<file path="src/verilog/rwm_params.svh">
// offsets, field positions and reset values of the rx word map block
// assumes a 32-bit apb register bus, one aligned word per register
`ifndef RWM_PARAMS_SVH
`define RWM_PARAMS_SVH

// ==========================================================
// register byte offsets
`define RWM_OFS_CTRL 12'h000
`define RWM_OFS_IRQ_STAT 12'h004
`define RWM_OFS_IRQ_MASK 12'h008
`define RWM_OFS_LAST_WORD 12'h00C

// ==========================================================
// control register fields
`define RWM_CTRL_PIPE 0
`define RWM_CTRL_RX_DIV2 1
`define RWM_CTRL_RX_MODE_LO 2
`define RWM_CTRL_RX_MODE_HI 3
`define RWM_CTRL_TX_PER_CH 4
`define RWM_CTRL_TX_CORE 5
`define RWM_CTRL_RX_CORE 6
`define RWM_CTRL_W 7
`define RWM_CTRL_RST 7'h00

// ==========================================================
// interrupt status / mask fields
`define RWM_IRQ_DISPERR 0
`define RWM_IRQ_RM_DEL 1
`define RWM_IRQ_RM_INS 2
`define RWM_IRQ_SYNC_LOST 3
`define RWM_IRQ_W 4
`define RWM_IRQ_RST 4'h0

// ==========================================================
// output word layout, per 16-bit half
`define RWM_HALF_W 16
`define RWM_BIT_SYNC 10
`define RWM_BIT_DISPERR 11
`define RWM_BIT_PATDET 12
`define RWM_BIT_RM_DEL 13
`define RWM_BIT_RM_INS 14
`define RWM_BIT_RUNDISP 15

`endif

</file>
<file path="src/verilog/rwm_pkg.sv">
// types shared by the rx word map block
// assumes rwm_params.svh for the numeric layout
package rwm_pkg;

	// ==========================================================
	// one received symbol with its status flags
	typedef struct packed {
		logic [9:0] data;
		logic sync;
		logic disperr;
		logic patdet;
		logic rm_del;
		logic rm_ins;
		logic [1:0] pipe_st;
		logic rundisp;
	} rwm_sym_t;

	// ==========================================================
	// symbol pair from the pcs, first symbol in lo
	typedef struct packed {
		logic valid;
		rwm_sym_t hi;
		rwm_sym_t lo;
	} rwm_pair_t;

	// ==========================================================
	// receiver core clock source
	typedef enum logic [1:0] {
		RWM_RX_SHARED_TX0,
		RWM_RX_PER_TX,
		RWM_RX_PER_RX,
		RWM_RX_RSVD
	} rwm_rx_mode_t;

endpackage : rwm_pkg

</file>
<file path="src/verilog/rwm_top.sv">
// rx word map, rx divide-by-two and core clock selection with apb registers
// assumes symbol pairs arrive on pclk; clock pins are asynchronous levels
`timescale 1ns/1ps
`include "rwm_params.svh"

// Functional notes
// - symbols on bits 9:0 and 25:16
// - sync status on bits 10 and 26
// - disparity error on bits 11 and 27
// - pattern detect on bits 12 and 28
// - rate-match delete on 13, 29 outside pipe
// - rate-match insert on 14, 30 outside pipe
// - running disparity on bits 15 and 31
// - pipe mode puts pipe status there
// - receiver offers local divide-by-two
// - divide option on receive path only
// - user tx core clock overrides tx clkout
// - user rx core clock overrides rx clkout
// - shared tx: channel 0 clkout writes all
// - per-channel tx: own clkout writes fifo
// - shared rx: channel 0 tx clkout reads
// - per-channel tx clock reads rx fifo
// - per-channel rx clkout reads rx fifo
module rwm_top #(
	parameter int NCH = 4
) (
	input wire logic pclk, // bus and block clock
	input wire logic presetn, // async reset, active low
	input wire logic ce, // clock enable, freezes state when low
	input wire logic psel, // apb select
	input wire logic penable, // apb access phase
	input wire logic pwrite, // apb direction
	input wire logic [11:0] paddr, // apb byte address
	input wire logic [31:0] pwdata, // apb write data
	output logic [31:0] prdata, // apb read data
	output logic pready, // apb ready
	output logic pslverr, // apb error on unmapped address
	input wire rwm_pkg::rwm_pair_t rx_pair, // symbol pair from pcs
	output logic [31:0] rx_word, // packed fabric word
	output logic rx_word_valid, // one-cycle pulse per word
	input wire logic [NCH-1:0] tx_clkout, // channel tx output clocks
	input wire logic [NCH-1:0] rx_clkout, // channel rx output clocks
	input wire logic [NCH-1:0] tx_coreclk, // user tx core clocks
	input wire logic [NCH-1:0] rx_coreclk, // user rx core clocks
	output logic [NCH-1:0] txfifo_wclk, // selected tx fifo write clock
	output logic [NCH-1:0] rxfifo_rclk, // selected rx fifo read clock
	output logic irq // level interrupt
);

	// refuse channel counts the select logic cannot serve
	if (NCH < 1 || NCH > 32) begin : g_bad_nch
		$error("rwm_top: NCH must be 1 to 32");
	end

	// ==========================================================
	// apb decode
	logic [`RWM_CTRL_W-1:0] ctrl_q;
	logic [`RWM_IRQ_W-1:0] stat_q;
	logic [`RWM_IRQ_W-1:0] stat_d;
	logic [`RWM_IRQ_W-1:0] mask_q;
	logic [31:0] last_q;

	wire logic acc = psel && penable && ce;
	wire logic hit_ctrl = (paddr == `RWM_OFS_CTRL);
	wire logic hit_stat = (paddr == `RWM_OFS_IRQ_STAT);
	wire logic hit_mask = (paddr == `RWM_OFS_IRQ_MASK);
	wire logic hit_last = (paddr == `RWM_OFS_LAST_WORD);
	wire logic hit_any = hit_ctrl || hit_stat || hit_mask || hit_last;
	wire logic wr_ctrl = acc && pwrite && hit_ctrl;
	wire logic wr_stat = acc && pwrite && hit_stat;
	wire logic wr_mask = acc && pwrite && hit_mask;

	// bus stalls with the block so no write lands while frozen
	assign pready = ce;
	assign pslverr = psel && penable && !hit_any;

	wire logic [31:0] rd_mux = hit_ctrl ? {{(32-`RWM_CTRL_W){1'b0}}, ctrl_q} :
		hit_stat ? {{(32-`RWM_IRQ_W){1'b0}}, stat_q} :
		hit_mask ? {{(32-`RWM_IRQ_W){1'b0}}, mask_q} :
		hit_last ? last_q : 32'h0000_0000;
	assign prdata = (psel && penable && !pwrite) ? rd_mux : 32'h0000_0000;

	// ==========================================================
	// control fields
	wire logic pipe_mode = ctrl_q[`RWM_CTRL_PIPE];
	wire logic rx_div2 = ctrl_q[`RWM_CTRL_RX_DIV2];
	wire rwm_pkg::rwm_rx_mode_t rx_mode =
		rwm_pkg::rwm_rx_mode_t'(ctrl_q[`RWM_CTRL_RX_MODE_HI:`RWM_CTRL_RX_MODE_LO]);
	wire logic tx_per_ch = ctrl_q[`RWM_CTRL_TX_PER_CH];
	wire logic tx_core_en = ctrl_q[`RWM_CTRL_TX_CORE];
	wire logic rx_core_en = ctrl_q[`RWM_CTRL_RX_CORE];

	always_ff @(posedge pclk or negedge presetn) begin
		if (!presetn) begin
			ctrl_q <= `RWM_CTRL_RST;
			mask_q <= `RWM_IRQ_RST;
		end else if (ce) begin
			if (wr_ctrl) begin
				ctrl_q <= pwdata[`RWM_CTRL_W-1:0];
			end
			if (wr_mask) begin
				mask_q <= pwdata[`RWM_IRQ_W-1:0];
			end
		end
	end

	// ==========================================================
	// symbol packing
	function automatic logic [`RWM_HALF_W-1:0] map_sym(input rwm_pkg::rwm_sym_t s, input logic pipe);
		logic [`RWM_HALF_W-1:0] h;
		h = '0;
		h[9:0] = s.data;
		h[`RWM_BIT_SYNC] = s.sync;
		h[`RWM_BIT_DISPERR] = s.disperr;
		h[`RWM_BIT_PATDET] = s.patdet;
		if (pipe) begin
			h[`RWM_BIT_RM_INS:`RWM_BIT_RM_DEL] = s.pipe_st;
		end else begin
			h[`RWM_BIT_RM_DEL] = s.rm_del;
			h[`RWM_BIT_RM_INS] = s.rm_ins;
		end
		h[`RWM_BIT_RUNDISP] = s.rundisp;
		return h;
	endfunction : map_sym

	wire logic [31:0] word_d = {map_sym(rx_pair.hi, pipe_mode), map_sym(rx_pair.lo, pipe_mode)};

	// ==========================================================
	// receive divide-by-two
	logic phase_q;
	wire logic take = rx_pair.valid && (!rx_div2 || !phase_q);

	always_ff @(posedge pclk or negedge presetn) begin
		if (!presetn) begin
			phase_q <= 1'b0;
			rx_word <= 32'h0000_0000;
			rx_word_valid <= 1'b0;
			last_q <= 32'h0000_0000;
		end else if (ce) begin
			rx_word_valid <= take;
			if (rx_pair.valid) begin
				phase_q <= rx_div2 ? !phase_q : 1'b0;
			end
			if (take) begin
				rx_word <= word_d;
				last_q <= word_d;
			end
		end
	end

	// ==========================================================
	// interrupt events
	logic sync_prev_q;
	wire logic ev_disperr = take && (rx_pair.lo.disperr || rx_pair.hi.disperr);
	wire logic ev_rm_del = take && !pipe_mode && (rx_pair.lo.rm_del || rx_pair.hi.rm_del);
	wire logic ev_rm_ins = take && !pipe_mode && (rx_pair.lo.rm_ins || rx_pair.hi.rm_ins);
	wire logic ev_sync_lost = take && sync_prev_q && !(rx_pair.lo.sync && rx_pair.hi.sync);
	wire logic [`RWM_IRQ_W-1:0] ev = {ev_sync_lost, ev_rm_ins, ev_rm_del, ev_disperr};
	wire logic [`RWM_IRQ_W-1:0] clr = wr_stat ? pwdata[`RWM_IRQ_W-1:0] : '0;

	// a new event beats a write-one-to-clear in the same cycle
	assign stat_d = (stat_q & ~clr) | ev;
	assign irq = |(stat_q & mask_q);

	always_ff @(posedge pclk or negedge presetn) begin
		if (!presetn) begin
			stat_q <= `RWM_IRQ_RST;
			sync_prev_q <= 1'b0;
		end else if (ce) begin
			stat_q <= stat_d;
			if (take) begin
				sync_prev_q <= rx_pair.lo.sync && rx_pair.hi.sync;
			end
		end
	end

	// ==========================================================
	// core clock selection per channel
	// clock pins are seen as sampled levels, so edges faster than pclk/2 alias
	logic [NCH-1:0] txo_m_q, txo_s_q, rxo_m_q, rxo_s_q;
	logic [NCH-1:0] txc_m_q, txc_s_q, rxc_m_q, rxc_s_q;

	always_ff @(posedge pclk or negedge presetn) begin
		if (!presetn) begin
			txo_m_q <= '0;
			txo_s_q <= '0;
			rxo_m_q <= '0;
			rxo_s_q <= '0;
			txc_m_q <= '0;
			txc_s_q <= '0;
			rxc_m_q <= '0;
			rxc_s_q <= '0;
		end else if (ce) begin
			txo_m_q <= tx_clkout;
			txo_s_q <= txo_m_q;
			rxo_m_q <= rx_clkout;
			rxo_s_q <= rxo_m_q;
			txc_m_q <= tx_coreclk;
			txc_s_q <= txc_m_q;
			rxc_m_q <= rx_coreclk;
			rxc_s_q <= rxc_m_q;
		end
	end

	for (genvar i = 0; i < NCH; i++) begin : g_ch
		logic tx_sel;
		logic rx_sel;
		logic twc_q;
		logic rrc_q;

		wire logic tx_loop = tx_per_ch ? txo_s_q[i] : txo_s_q[0];
		wire logic rx_loop = (rx_mode == rwm_pkg::RWM_RX_SHARED_TX0) ? txo_s_q[0] :
			(rx_mode == rwm_pkg::RWM_RX_PER_TX) ? txo_s_q[i] : rxo_s_q[i];

		assign tx_sel = tx_core_en ? txc_s_q[i] : tx_loop;
		assign rx_sel = rx_core_en ? rxc_s_q[i] : rx_loop;

		always_ff @(posedge pclk or negedge presetn) begin
			if (!presetn) begin
				twc_q <= 1'b0;
				rrc_q <= 1'b0;
			end else if (ce) begin
				twc_q <= tx_sel;
				rrc_q <= rx_sel;
			end
		end

		assign txfifo_wclk[i] = twc_q;
		assign rxfifo_rclk[i] = rrc_q;
	end

endmodule : rwm_top

</file>
<file path="config.mk">
export PLATFORM = sky130hd
export DESIGN_NAME = rwm_top
export DESIGN_NICKNAME = d
export VERILOG_FILES = /design/src/verilog/rwm_pkg.sv /design/src/verilog/rwm_top.sv
export VERILOG_INCLUDE_DIRS = /design/src /design/src/verilog
export SDC_FILE = /design/constraint.sdc
export NUM_CORES = 1
export LEC_CHECK = 0
export BUFFER_PORTS_ARGS = -buffer_cell sky130_fd_sc_hd__buf_2
export CAP_MARGIN = 5
export CORE_MARGIN = 10
export CORE_UTILIZATION = 45
export CTS_CLUSTER_SIZE = 12
export DETAILED_ROUTE_END_ITERATION = 7
export PLACE_DENSITY = 0.72
export SLEW_MARGIN = 5
export SYNTH_ARGS = -nofsm -noshare
export SYNTH_HDL_FRONTEND = slang
export SYNTH_SLANG_ARGS = --single-unit
</file>
<file path="constraint.sdc">
create_clock -name pclk -period 2.8 [get_ports pclk]
set_input_delay 0.28 -clock pclk [delete_from_list [all_inputs] [get_ports pclk]]
set_output_delay 0.28 -clock pclk [all_outputs]
set_load 0.005 [all_outputs]
</file>
==> flow_metrics.tcl <==
set metrics [dict create \
    status "finished, final reports clean" \
    p_leak_nw 2.64 \
    port_buffers 153 \
    clk_latency_ns 0.35 \
    busiest_layer "met2" \
    p_sw_uw 777 \
    startpoint "paddr[1]" \
    die_w_um 119 \
    grt_use_total_pct 15.5 \
    avgSynthCellArea_um2 12.2 \
    postRouteAntennaNets 0 \
    worst-r2r-cell-count 4 \
    rr_endpoint "last_q[31]" \
    met1_usage_pct 18.8 \
    synth_top_area_share_pct 51.5 \
    max_slew_margin_pct 58.0 \
    clockRootBuffer "clkbuf_8" \
    drt_pre_antenna_iters 4 \
    grtUsageMet3_pct 5.71 \
    r2r_slack_ns 1.07 \
    largest_reg_flops 32 \
    r2r_start "ctrl_q[1]" \
    multi_input_area_mm2 0.00181 \
    min_path_type "in -> reg" \
    top_register "last_q" \
    final_util_pct 58.1 \
    synth_cell_types 36 \
    worstSetupEndpointType "primary output" \
    critPathKind "in -> out" \
    ys_seq_area_share_pct 51.5 \
    ys_async_sr_fraction_pct 100 \
    internal_power_mw 2.31 \
    drive_gt1_share_pct 55.5 \
    synthTopCellsByArea "dfrtp_1 51%, mux2_2 20%, mux2i_1 4.1%" \
    critical_path.max_fanout 28 \
    power_frac_clock_pct 34.5 \
    clkTransAtPathRegs_ns 0.09 \
    synth-seq-cells 90 \
    fin_crit_sh_pct 89.2 \
    cap_viol_max_count 0 \
    synth_flop_cell "dfrtp_1" \
    slew_violations 0 \
    syn_area_mm2 0.00437 \
    cts_max_path_buffers 2 \
    fin_nets 601 \
    cp_data_required_time_ns 2.52 \
    initial_core_util_pct 46.7 \
    grt_pass1_vias 3457 \
    htreeDepth 3 \
    fin_setup_tns_ns 0 \
    routed_wl_um 11000 \
    yosys.area.top_type "dfrtp_1" \
    yosysMostFrequentCell "dfrtp_1" \
    placementRows 35 \
    clock_skew_ns 0.0109 \
    hold_end "stat_q[0]" \
    rsz0062_at_grt "false" \
    grt_max_degree 91 \
    drc_errors 0 \
    core_area_mm2 0.00937 \
    hp-start "pwdata[0]" \
    diodes 0 \
    grt_pass1_wl_um 18100 \
    drt_iter0_markers 149 \
    die_area_mm2 0.0141 \
    max_clock_freq_mhz 400 \
    worst_setup_path_start_kind "input port" \
    synth.top_cells.by_count "90 x dfrtp_1, 78 x mux2_2, 33 x inv_1, 18 x mux2i_1, 17 x nor3_2" \
    syn_nets 463 \
    setup_viol 0 \
    p_per_area_mw_per_mm2 567 \
    timing_hold_violations_final 0 \
    gr-usage-met2_pct 25.6 \
    worst_pin_slew_ns 0.625 \
    fill_cells 843 \
    power_frac_seq_pct 50.1 \
    post-route-min-period_ns 2.50 \
    switching_share_pct 25.2 \
    min_path_cells 2 \
    place_hpwl_um 8480 \
    ios 179 \
    ys_warn_count 0 \
    vdd_ir_drop_max_mv 0.328 \
    final_cell_area_mm2 0.00544 \
    grt-ovfl-total 0 \
    avgViaCountPerCell 5.04 \
    wl_per_cell_um 17.4 \
    die_y_um 119 \
    vias 3186 \
    synthToLayoutAreaGrowth_pct 24.4 \
    gp_congestion 0.757 \
    seqCellArea_mm2 0.00225 \
    cts_tree "yes" \
    cts_buffers 9 \
    worstPathArrival_ns 2.22 \
    syn_inst 360 \
    placed_area_mm2 0.00518 \
    clkSinkCount 90 \
    power.total_mw 3.08 \
    synth_edf_count 0 \
    pwr-share-comb_pct 15.4 \
    antenna_found_initial 0 \
    reg_top3 "last_q (32), ctrl_q (7)" \
    ctsResizeCount 0 \
]
==> critical path: stages <==
cell and delay, ns:
buf_2 0.09, or4_1 0.67, or4_4 0.75, nor3_1 0.25, buf_2 0.15
==> metal layers <==
metal	vias up	wire, µm	share of wire [%]
li1	1523	-	-
met1	1537	4700	43
met2	111	5310	48
met3	15	852	7.7
met4	0	141	1.3
met5	-	0	0
==> power by group through the flow <==
stage | clock network, mW | registers, mW | logic (mW)
after global routing | 1.16 | 1.57 | 0.534
final | 1.06 | 1.54 | 0.475
after CTS | 1.10 | 1.55 | 0.488
after global placement | 0 | 1.56 | 0.471
after floorplan | 0 | 1.55 | 0.280
after detailed placement | 0 | 1.57 | 0.486
==> cells in the final DEF (no fill, tap or decap), types with 2 or more instances in the layout <==
master / instances
inv_6: 2
bufinv_16: 3
o21ai_0: 7
or4_4: 2
o2111ai_1: 2
or4b_2: 3
nor2_1: 5
nor4_1: 2
nand2b_1: 6
clkinvlp_4: 2
mux2_2: 78
a22oi_1: 2
mux2i_1: 18
buf_4: 5
nand2_1: 15
or4_1: 2
nor3_1: 8
nand3_1: 5
o211ai_1: 5
a21oi_1: 4
a31oi_1: 5
dfrtp_1: 90
buf_12: 2
inv_1: 33
or2_2: 2
o211a_1: 4
clkbuf_8: 9
a2bb2oi_1: 4
nor3_2: 17
buf_2: 152
==> final cells by class <==
type | count | share of cell area (%)
clock buffer | 9 | 2.28
tap | 129 | 2.97
multi-input combinational | 204 | 33.2
inverter | 33 | 2.28
sequential | 90 | 41.4
timing repair buffer | 160 | 15.6
clock inverter | 7 | 2.25
==> worst max-delay path by stage <==
stage                      end  slack, ns  cells after the start
floorplan           prdata[14]       0.61                      6
global placement    prdata[12]       0.34                      5
detailed placement  prdata[31]       0.31                      5
CTS                 prdata[31]       0.31                      5
global route        prdata[12]       0.18                      5
finish              prdata[31]       0.30                      5
==> through the flow <==
step / instances / hold WS [ns] / worst slack [ns]
floorplan: 360 / -0.0156 / 0.611
global placement: 615 / 0.353 / 0.342
CTS: 632 / 0.123 / 0.309
global route: 632 / 0.127 / 0.181
detailed placement: 615 / 0.361 / 0.311
finish: 632 / 0.144 / 0.301
==> cells by family (layout without fill, tap and decap cells) <==
logic type             count (synthesis)  in the layout  synth area share, %
muxes                                 96             96                 24.2
DFF                                   90             90                 51.5
and+or+nand+nor                       73             73                 11.4
buffers and inverters                 66            209                 7.15
AOI/OAI and AO/OA                     35             35                 5.72
==> timing repair <==
| item | in CTS | in global routing |
|---|---|---|
| hold buffers | 1 | 0 |
| endpoints found under the hold margin | 88 | 0 |
| buffers inserted | 0 | 0 |
Power figures use the tool's default switching activity.
